--- config.mk ---
export PLATFORM = sky130hd
export DESIGN_NAME = pio_port_ctrl
export DESIGN_NICKNAME = d
export VERILOG_FILES = /design/src/pio_pkg.sv /design/src/pio_port_ctrl.sv
export SDC_FILE = /design/constraint.sdc
export NUM_CORES = 1
export LEC_CHECK = 0
export BUFFER_PORTS_ARGS = -buffer_cell sky130_fd_sc_hd__buf_4
export CORE_MARGIN = 5
export CORE_UTILIZATION = 50
export CTS_CLUSTER_SIZE = 20
export DETAILED_ROUTE_END_ITERATION = 10
export GPL_ROUTABILITY_DRIVEN = 0
export PLACE_DENSITY = 0.83
export SLEW_MARGIN = 20
export SYNTH_ARGS = -nofsm -noshare
export SYNTH_HDL_FRONTEND = slang
export SYNTH_SLANG_ARGS = --single-unit
--- constraint.sdc ---
create_clock -name pclk -period 5 [get_ports pclk]
set_clock_uncertainty 0.2 [all_clocks]
set_input_delay 0.25 -clock pclk [delete_from_list [all_inputs] [get_ports pclk]]
set_output_delay 0.25 -clock pclk [all_outputs]
set_load 0.01 [all_outputs]
--- src/pio_pkg.sv ---
// package for the parallel port block: address map, bit positions,
// reset values, stop-mode codes and the pad bundle.
// assumes a 32-bit apb slave and three eight-pin ports (a, f, g).
package pio_pkg;

	localparam int PIO_PORTS = 3;
	localparam int PIO_PINS = 8;
	localparam int PIO_AW = 8;

	// port indices, also the port field of the address
	localparam logic [1:0] PIO_PA = 2'h0;
	localparam logic [1:0] PIO_PF = 2'h1;
	localparam logic [1:0] PIO_PG = 2'h2;

	// register index inside a port block (address bits 3:2)
	localparam logic [1:0] PIO_R_DATA = 2'h0;
	localparam logic [1:0] PIO_R_DIR = 2'h1;
	localparam logic [1:0] PIO_R_PULL = 2'h2;
	localparam logic [1:0] PIO_R_SLEW = 2'h3;

	// byte offsets: port block at 0x10 steps, register at 4-byte steps
	localparam logic [7:0] PIO_PORT_STEP = 8'h10;
	localparam logic [7:0] PIO_CTRL_OFF = 8'h30;

	// control register fields
	localparam int PIO_ACK_BIT = 0;
	localparam int PIO_HOLD_BIT = 1;

	// port g pins with alternate owners
	localparam int PIO_G_BDM = 0;
	localparam int PIO_G_OSC1 = 1;
	localparam int PIO_G_OSC2 = 2;

	localparam logic [7:0] PIO_REG_RST = 8'h00;
	localparam logic [31:0] PIO_RD_ZERO = 32'h0000_0000;

	typedef enum logic [3:0]
	{
		PIO_RUN = 4'h1,
		PIO_DEEP = 4'h2,
		PIO_MID = 4'h4,
		PIO_LIGHT = 4'h8
	} pio_stop_t;

	// per-pin drive state of all three ports
	typedef struct packed
	{
		logic [2:0][7:0] out;
		logic [2:0][7:0] oe_n;
		logic [2:0][7:0] pu;
		logic [2:0][7:0] slew;
	} pio_pads_t;

	// reset state: drivers off, pullups off
	localparam pio_pads_t PIO_PADS_RST = '{out: '0, oe_n: '1,
		pu: '0, slew: '0};

endpackage

--- src/pio_port_ctrl.sv ---
// parallel port control for ports a, f and g behind an apb slave.
// assumes pad_in is synchronous to pclk and that the stop-mode
// controller, keyboard unit, debug pin and oscillator sit outside.
//
// The APB interface to the registers and the placing of the registers were left to the implementer.
`timescale 1ns/100ps

// Overview of operation
// - reset leaves every pin an input with driver and pullup off.
// - direction one drives the pin; data reads return the latch.
// - direction zero releases the pin; data reads return the pin level.
// - pullup bit acts on inputs only; outputs keep pullup off.
// - slew bit acts on outputs only; inputs ignore it.
// - keyboard-owned port a pin is an input; slew bit ignored.
// - keyboard-owned port a input still follows its pullup bit.
// - port g pin zero is the debug pin in reset, later general i/o under its direction bit.
// - debug-owned g pin zero ignores direction, pullup and slew.
// - oscillator-owned g pins one and two ignore all port bits.
// - deepest stop clears registers; pins go to reset state.
// - intermediate stop entry latches every pin's drive state.
// - latched pins hold until software writes one to acknowledge outside intermediate stop, or until deepest stop.
// - lightest stop keeps registers and pins unchanged.
module pio_port_ctrl
	import pio_pkg::*;
(
	input wire logic pclk,
	input wire logic presetn,
	input wire logic psel,
	input wire logic penable,
	input wire logic pwrite,
	input wire logic [7:0] paddr,
	input wire logic [31:0] pwdata,
	output logic [31:0] prdata,
	output logic pready,
	output logic pslverr,
	input wire logic [2:0][7:0] pad_in,
	output pio_pads_t pads,
	input wire logic [7:0] keyb_en,
	input wire logic bdm_owns_g0,
	input wire logic osc_owns_g1,
	input wire logic osc_owns_g2,
	input wire pio_stop_t stop_mode,
	output logic pads_held
);

	logic [2:0][7:0] data_q;
	logic [2:0][7:0] dir_q;
	logic [2:0][7:0] pull_q;
	logic [2:0][7:0] slew_q;
	logic [31:0] prdata_q;
	logic [31:0] rd_d;
	logic pready_q;
	logic pslverr_q;
	logic hold_q;
	pio_stop_t mode_q;
	pio_pads_t pads_q;
	pio_pads_t pads_d;
	logic [1:0] a_port;
	logic [1:0] a_reg;
	logic hit_port;
	logic hit_ctrl;
	logic acc_start;
	logic wr_en;
	logic ack_wr;
	logic mid_entry;
	logic pwr_down;

	// address decode: aligned words, ports at 0x00/0x10/0x20, ctrl 0x30
	assign a_port = paddr[5:4];
	assign a_reg = paddr[3:2];
	assign hit_port = (paddr[7:6] == 2'h0) && (a_port != 2'h3)
		&& (paddr[1:0] == 2'h0);
	assign hit_ctrl = (paddr == PIO_CTRL_OFF);

	// one wait state: pready rises in the second access cycle
	assign acc_start = psel && penable && !pready_q;
	assign wr_en = psel && penable && pready_q && pwrite;
	assign ack_wr = wr_en && hit_ctrl && pwdata[PIO_ACK_BIT];

	// register contents are lost while the core is powered down
	assign pwr_down = (stop_mode == PIO_DEEP) || (stop_mode == PIO_MID);
	assign mid_entry = (stop_mode == PIO_MID) && (mode_q != PIO_MID);

	// per-port registers and pad decode
	for (genvar p = 0; p < PIO_PORTS; p++)
	begin : g_port
		// software writes land only at the edge where pready is seen
		always_ff @(posedge pclk or negedge presetn)
		begin
			if (!presetn)
			begin
				data_q[p] <= PIO_REG_RST;
				dir_q[p] <= PIO_REG_RST;
				pull_q[p] <= PIO_REG_RST;
				slew_q[p] <= PIO_REG_RST;
			end
			else if (pwr_down)
			begin
				data_q[p] <= PIO_REG_RST;
				dir_q[p] <= PIO_REG_RST;
				pull_q[p] <= PIO_REG_RST;
				slew_q[p] <= PIO_REG_RST;
			end
			else if (wr_en && hit_port && a_port == 2'(p))
			begin
				// data latch is written whatever the direction
				if (a_reg == PIO_R_DATA)
					data_q[p] <= pwdata[7:0];
				if (a_reg == PIO_R_DIR)
					dir_q[p] <= pwdata[7:0];
				if (a_reg == PIO_R_PULL)
					pull_q[p] <= pwdata[7:0];
				if (a_reg == PIO_R_SLEW)
					slew_q[p] <= pwdata[7:0];
			end
		end

		for (genvar b = 0; b < PIO_PINS; b++)
		begin : g_pin
			logic own;
			logic keyb;
			logic drv;
			// alternate owners take the pin away from the port bits
			assign own = (p == 2) && ((b == PIO_G_BDM && bdm_owns_g0)
				|| (b == PIO_G_OSC1 && osc_owns_g1)
				|| (b == PIO_G_OSC2 && osc_owns_g2));
			assign keyb = (p == 0) && keyb_en[b];
			assign drv = dir_q[p][b] && !keyb && !own;
			assign pads_d.oe_n[p][b] = !drv;
			assign pads_d.out[p][b] = drv && data_q[p][b];
			// pullup only on an input the port still owns
			assign pads_d.pu[p][b] = !drv && !own
				&& pull_q[p][b];
			assign pads_d.slew[p][b] = drv && slew_q[p][b];
		end
	end

	// pad drive flops: reset state in deep stop, frozen while held
	always_ff @(posedge pclk or negedge presetn)
	begin
		if (!presetn)
			pads_q <= PIO_PADS_RST;
		else if (stop_mode == PIO_DEEP)
			pads_q <= PIO_PADS_RST;
		else if (!hold_q)
			pads_q <= pads_d;
	end

	// hold flag: set on intermediate-stop entry, cleared by ack
	always_ff @(posedge pclk or negedge presetn)
	begin
		if (!presetn)
			hold_q <= 1'b0;
		else if (mid_entry)
			hold_q <= 1'b1;
		else if (stop_mode == PIO_DEEP)
			hold_q <= 1'b0;
		else if (ack_wr && stop_mode != PIO_MID)
			hold_q <= 1'b0;
	end

	// previous stop mode, for entry detection
	always_ff @(posedge pclk or negedge presetn)
	begin
		if (!presetn)
			mode_q <= PIO_RUN;
		else
			mode_q <= stop_mode;
	end

	// read mux; data reads depend on direction per bit
	always_comb
	begin
		rd_d = PIO_RD_ZERO;
		if (hit_ctrl)
			rd_d[PIO_HOLD_BIT] = hold_q;
		else if (hit_port)
		begin
			unique case (a_reg)
				PIO_R_DATA: rd_d[7:0] = (dir_q[a_port] & data_q[a_port])
					| (~dir_q[a_port] & pad_in[a_port]);
				PIO_R_DIR: rd_d[7:0] = dir_q[a_port];
				PIO_R_PULL: rd_d[7:0] = pull_q[a_port];
				PIO_R_SLEW: rd_d[7:0] = slew_q[a_port];
			endcase
		end
	end

	// apb answer flops; unmapped addresses answer with pslverr
	always_ff @(posedge pclk or negedge presetn)
	begin
		if (!presetn)
		begin
			pready_q <= 1'b0;
			pslverr_q <= 1'b0;
			prdata_q <= PIO_RD_ZERO;
		end
		else
		begin
			pready_q <= acc_start;
			pslverr_q <= acc_start && !hit_port && !hit_ctrl;
			if (acc_start && !pwrite)
				prdata_q <= rd_d;
			else if (acc_start)
				prdata_q <= PIO_RD_ZERO;
		end
	end

	assign prdata = prdata_q;
	assign pready = pready_q;
	assign pslverr = pslverr_q;
	assign pads = pads_q;
	assign pads_held = hold_q;
endmodule

==> metrics.csv, run 1 <==
metric;value;unit
setup TNS;0;ns
GRT Util Overall;0.263;
cells after synthesis;974;
Die Span Y;151;um
number of DRC markers in iteration 0;991;
Netlist cell types;47;
RSZ-0062 raised after global routing;false;
die area;22800;um^2
Detail Route Antenna Nets;0;
vias per cell;5.94;
Via Count;8332;
status;complete, no violations;
TritonCTS clock tree;built;
crit-path max cell delay;0.76;ns
first-pass GRT wire length;46700;um
register bit total from synthesis;207;
Residual DRC;0;
CP Data Arrival Time;3.26;ns
initial antenna violation count;0;
pwr/cell area;313;nW/um^2
DRT Wirelength;30400;um
core outline area;19500;um^2
Mapped Avg Cell Area;10.2;um^2
Fin. Hold Viols;0;
post-synthesis sequential area ratio;0.524;
pin count of the biggest net entering global routing;136;
critical path type;reg -> reg;
worst min path class;in -> reg;
H-tree depth;1;
Final setup viols;0;
maximum VDD drop;0.204;mV
cell area after layout;12200;um^2
Num CTS Buffers;22;
maxcap violations;0;
die width;151;um
critical-path cell list;nand3b_1 -> nor4b_4 -> a32oi_1 -> a31oi_1 -> dlygate4sd3_1;
final worst-path cycle share;0.603;
n_diodes;0;
CP max stage cell;nor4b_4;
root buf cell;clkbuf_16;
Leak;6.36;nW
Clock Tree Buf Depth;3;
slew margin rel.;0.387;
Tightest Pin Transition;0.920;ns
Synth Warn #;0;
CP endpoint kind;register;
nets;1207;
Clk Latency, worst-skew pair;0.52;ns
Port Buf Inserts;166;
fmax;332;MHz
Clock Sink Count;207;
fraction of layout cells with a size suffix above 1;0.222;
Post-synth EDFFs;0;
Cell Rows;51;
Final HPWL DP;20600;um
io pins;215;
initial core utilization;0.509;
Startpoint Class;register;
Post-CTS Setup Bufs;0;
First-pass DRT Iterations;6;
CP Data Required Time;5.25;ns
Pins Over Slew Limit;0;
grt ovf;0;
Routed wire per std cell;21.6;um
Final Critical Period;3.01;ns
clock slew seen by the registers of the worst setup and hold paths;0.06;ns
CP Max Fanout;16;
share of flip-flops with an asynchronous set or reset;1.00;
ys flop type;dfrtp_1;
Post-Syn Area;9940;um^2
vias in the first global route;8226;
Placed Area;11200;um^2
Syn-to-layout area delta;22.6;%
## critical path: cells and delay by family (launching register included)
family / cells / cell delay [ns]
buffers and inverters: 1 / 0.57
AND/OR/NAND/NOR: 2 / 1.40
AO/OA/AOI/OAI: 2 / 0.40
flip-flops: 1 / 0.39
## worst paths after layout
kind / cells after the start / from / slack, ns / to
worst min-delay path: 4 / pad_in[2] / 0.02 / prdata[2]
worst max register to register: 5 / pready / 1.99 / prdata[3]
worst max-delay path: 5 / pready / 1.99 / prdata[3]
worst min register to register: 2 / pads[68] / 0.31 / pads[68]
max in group asynchronous: 3 / presetn / 3.36 / pads[28]
min in group asynchronous: 2 / presetn / 0.09 / pads[77]
## state kept, by name (all words and copies together) (netlist names)
signal,flops
pull_q,24
data_q,24
slew_q,24
pslverr,1
dir_q,24
mode_q,4
pads_held,1
pready,1
prdata,8
pads,96
## routing by layer
layer | track usage | up-vias | wire (um)
li1 | - | 3667 | -
met1 | 0.366 | 4086 | 12300
met2 | 0.403 | 497 | 13600
met3 | 0.0628 | 82 | 3310
met4 | 0.0988 | 0 | 1180
met5 | 0 | - | 0
## what timing repair did
action	in CTS	in global routing
hold endpoints to repair	104	0
hold buffers	22	0
resized for setup	0	0
## stage by stage
step	util	hold slack, ns	setup slack (ns)	instances	power (mW)
floorplan	-	-0.246	2.96	997	2.01
global placement	0.576	0.0977	2.31	1342	2.18
detailed placement	0.576	0.0997	2.27	1342	2.18
CTS	0.624	0.0228	2.12	1403	3.81
global route	0.624	0.0639	1.95	1403	3.93
finish	0.624	0.0241	1.99	1403	3.81
## cell families after synthesis
kind of cell           count (synthesis)  synth area share
buffers and inverters                111            0.0522
other                                  1          0.000377
multiplexers                         140             0.141
AO/OA/AOI/OAI                        168             0.109
AND/OR/NAND/NOR                      346             0.172
flip-flops                           207             0.524
XOR/XNOR                               1          0.000881
## cells in the final DEF, fill, tap and decap left out, types with 8 or more instances in the layout
cell / instances
dfrtp_1: 181
buf_4: 172
nand2_1: 143
mux2i_1: 140
nor2_1: 81
a21oi_1: 76
dfstp_2: 25
conb_1: 24
nor3b_1: 23
and3_1: 22
clkbuf_16: 22
dlygate4sd3_1: 22
inv_1: 16
o21ai_0: 16
o211ai_1: 14
nand2_2: 13
o221ai_1: 12
nand2b_1: 11
o2bb2ai_1: 11
nor2b_1: 9
nor3_1: 9
nand3_1: 9
a22oi_1: 8
clkbuf_8: 8
## report_power, final
part	internal (mW)	switching, mW	leakage [nW]
clock network	0.968	0.668	0.357
registers	1.73	0.0592	2.80
logic	0.139	0.247	3.21
total	2.84	0.973	6.36
## cell type report
type | instances | area (um^2)
Fill cell | 1541 | 7340
Clock buffer | 35 | 669
Sequential cell | 207 | 5220
Timing Repair Buffer | 196 | 1550
Tap cell | 265 | 332
Inverter | 17 | 63.8
Clock inverter | 4 | 56.3
Multi-Input combinational cell | 679 | 4310
## Yosys cell counts, types with 5 or more instances
master,instances,share of area
dfrtp_1,182,0.46
nand2_1,144,0.054
mux2i_1,140,0.14
nor2_1,81,0.031
a21oi_1,76,0.038
clkbuf_1,52,0.020
buf_4,25,0.019
dfstp_2,25,0.066
nor3b_1,23,0.017
and3_1,22,0.014
inv_1,16,0.0060
o21ai_0,16,0.0081
o211ai_1,14,0.011
nand2_2,12,0.0076
o221ai_1,12,0.011
nand2b_1,11,0.0069
o2bb2ai_1,11,0.0097
buf_1,10,0.0038
nand3_1,9,0.0045
nor2b_1,9,0.0057
nor3_1,9,0.0045
a22oi_1,8,0.0060
buf_2,7,0.0035
nor4bb_1,6,0.0060
a31oi_1,5,0.0031
or4_1,5,0.0038
(Power assumes the default switching activity.)
==> inputs of run 2 (changes only) <==
Settings changed: ABC_AREA from default to 1.
Clock period 5 ns to 2.9 ns, I/O delays scaled along.
==> run 2 against run 1 <==
  * Final cell count grew 10%
  * Combinational power grew to 5.9 times the previous value
  * Synthesized cell count grew 10%
  * Register-to-register slack lost 1.4 ns
  * Sequential share of layout area grew 0.12 points
  * Global-route usage shrank 0.31 points
  * Critical path depth grew 6
  * Critical endpoint is now prdata[6]
  * Largest cell class unchanged
  * Highest routed layer unchanged
==> metrics.csv, run 2 <==
metric;value;unit
maxcap violations;0;
status;complete, no violations;
cell repeated most along the worst path;dlygate4sd3_1;
complex-gate fraction of the synthesized area;0.166;
Pins Over Slew Limit;0;
Worst R2R Path Depth;7;
flop2flop setup slack;0.54;ns
multi-input logic area;3830;um^2
Finished Core Util;0.628;
vias in the first global route;8370;
commonest non-fill, non-tap cell in the layout;nand2_1;
nets;1346;
Final setup viols;0;
Fin. Hold Viols;0;
Synth area leaders;dfrtp_1, nand2_1, dfstp_2, o21ai_2, nor2_1;
# fillers;1579;
Final Critical Period;2.70;ns
setup TNS;0;ns
Adder-Cell Fraction of Synth Area;0;
maximum VDD drop;0.477;mV
Clk Latency, worst-skew pair;0.50;ns
first-pass GRT wire length;45700;um
most frequent cells in the layout;nand2_1, dfrtp_1, buf_4;
Post-CTS Setup Bufs;0;
cells after synthesis;1072;
Via Count;8394;
critical-path cell list;dlygate4sd3_1 -> buf_4 -> nand2_1 -> dlygate4sd3_1 -> nor2_1 -> inv_1 -> nor4_2 -> buf_4 -> nand3_1 -> dlygate4sd3_1 -> nand2_1;
most common cell in the netlist;nand2_1;
Num CTS Buffers;23;
Tightest Pin Transition;0.702;ns
RSZ-0062 raised after global routing;false;
DRT Wirelength;28900;um
Netlist cell types;40;
vias per cell;5.44;
grt ovf;0;
H-tree depth;1;
Simple-Gate Fraction of Synth Area;0.218;
First-pass DRT Iterations;6;
Leak;6.08;nW
pwr/cell area;765;nW/um^2
Inst Count DP;1470;
Port Buf Inserts;166;
CP max stage cell;dlygate4sd3_1;
initial core utilization;0.504;
Detail Route Antenna Nets;0;
root buf cell;clkbuf_16;
max reg flops;96;
fraction of layout cells with a size suffix above 1;0.271;
Clock Sink Count;207;
CP Data Arrival Time;2.94;ns
TritonCTS clock tree;built;
Residual DRC;0;
area leader, netlist;dfrtp_1;
post-synthesis xor/xnor area fraction;0;
Cell Rows;51;
fmax;370;MHz
Clock Tree Buf Depth;3;
Startpoint Class;input pin;
n_diodes;0;
register bit total from synthesis;207;
Mapped Avg Cell Area;9.09;um^2
CP endpoint kind;register;
top cells by count, synth;nand2_1, dfrtp_1, nor2_1, inv_1, o21ai_2;
proportion of synthesized area in mux cells;0;
post-synthesis sequential area ratio;0.535;
CP top delay family;buffers and inverters;
Non-Filler Instances;1543;
Post-synth EDFFs;0;
Die Span Y;150;um
Worst Path Buf+Inv;6;
share of the synthesized area in the top cell type;0.467;
CP Max Fanout;11;
Final HPWL DP;21000;um
die area;22400;um^2
critical path type;in -> reg;
ys flop type;dfrtp_1;
FF/Latch Area;5210;um^2
Synth Warn #;0;
pin count of the biggest net entering global routing;78;
Worst R2R Start;pads_held;
Syn-to-layout area delta;24.6;%
core outline area;19300;um^2
slew margin rel.;0.531;
Routed wire per std cell;18.7;um
initial antenna violation count;0;
GRT Util Overall;0.260;
share of flip-flops with an asynchronous set or reset;1.00;
pre-CTS worst setup slack;0.795;ns
crit-path max cell delay;0.58;ns
final worst-path cycle share;0.931;
RR Endpoint;pads_held;
Final WS setup;0.199;ns
Post-Syn Area;9750;um^2
CP Data Required Time;3.14;ns
io pins;215;
number of DRC markers in iteration 0;927;
die width;150;um
largest family of logic cells by synthesized area;simple AND/OR/NAND/NOR gates;
clock slew seen by the registers of the worst setup and hold paths;0.06;ns
worst min path class;in -> async;
==> run 2: cell types whose count changed after synthesis, sizes merged, moves of 21 or more <==
cell / previous run / this run
clkbuf: 52 / 10
buf: 42 / 64
o21ai: 16 / 151
a22o: 0 / 22
nand3: 9 / 44
a21oi: 76 / 16
nand2: 156 / 336
mux2i: 140 / 0
and3: 22 / 1
inv: 16 / 75
nor3b: 23 / 0
==> run 2: per-stage QoR <==
step	hold slack [ns]	power, mW	instance area (um^2)
2_1_floorplan	-0.351	5.29	9830
3_3_place_gp	0.0169	6.25	11100
3_5_place_dp	0.0198	6.34	11100
4_1_cts	0.0323	9.33	12200
5_1_grt	0.0784	9.76	12100
6_report	0.0369	9.28	12100
==> run 2: power breakdown <==
part	switching (mW)	internal (mW)
sequential	0.520	3.58
clock	1.13	1.79
combinational	1.31	0.949
total	2.96	6.32
==> run 2: worst max path at each step <==
stage	startpoint	to	slack (ns)	cells after the start
6_report	penable	prdata[6]	0.20	11
5_1_grt	penable	prdata[7]	0.09	11
4_1_cts	paddr[6]	prdata[1]	0.12	12
3_5_place_dp	stop_mode[2]	pads[44]	0.80	8
3_3_place_gp	stop_mode[2]	pads[0]	0.82	8
2_1_floorplan	pready	data_q[13]	1.16	8
==> run 2: layout make-up <==
type                    count  share of cell area
flip-flops and latches    207               0.429
multi-input cells         739               0.315
clock buffers              34              0.0524
repair buffers            216               0.143
clock inverters             7             0.00999
inverters                  75              0.0232
well taps                 265              0.0273
==> run 2: repair_timing <==
| item | CTS | global route |
|---|---|---|
| hold endpoints to repair | 209 | 0 |
| hold buffers | 33 | 0 |
| gates resized for setup | 0 | 0 |
| setup endpoints to repair | 0 | 1 |
==> run 2: per-layer routing <==
layer | GRT usage | routed length (um)
met5 | 0 | 0
met4 | 0.0870 | 994
met3 | 0.0460 | 2760
met2 | 0.415 | 13600
met1 | 0.363 | 11500
==> run 2: worst reg2reg max path: stages, from the launching register on <==
cell	delay, ns
dfrtp_1	0.44
nand2_1	0.08
buf_4	0.22
inv_2	0.13
buf_4	0.38
o21ai_0	0.19
dlygate4sd3_1	0.58
o21ai_0	0.07
==> run 2: cells by family (layout without fill, tap and decap cells) <==
logic type	count (synthesis)	in the layout
AOI/OAI and AO/OA	223	223
buffers and inverters	149	332
DFF	207	207
other	1	24
and+or+nand+nor	492	492
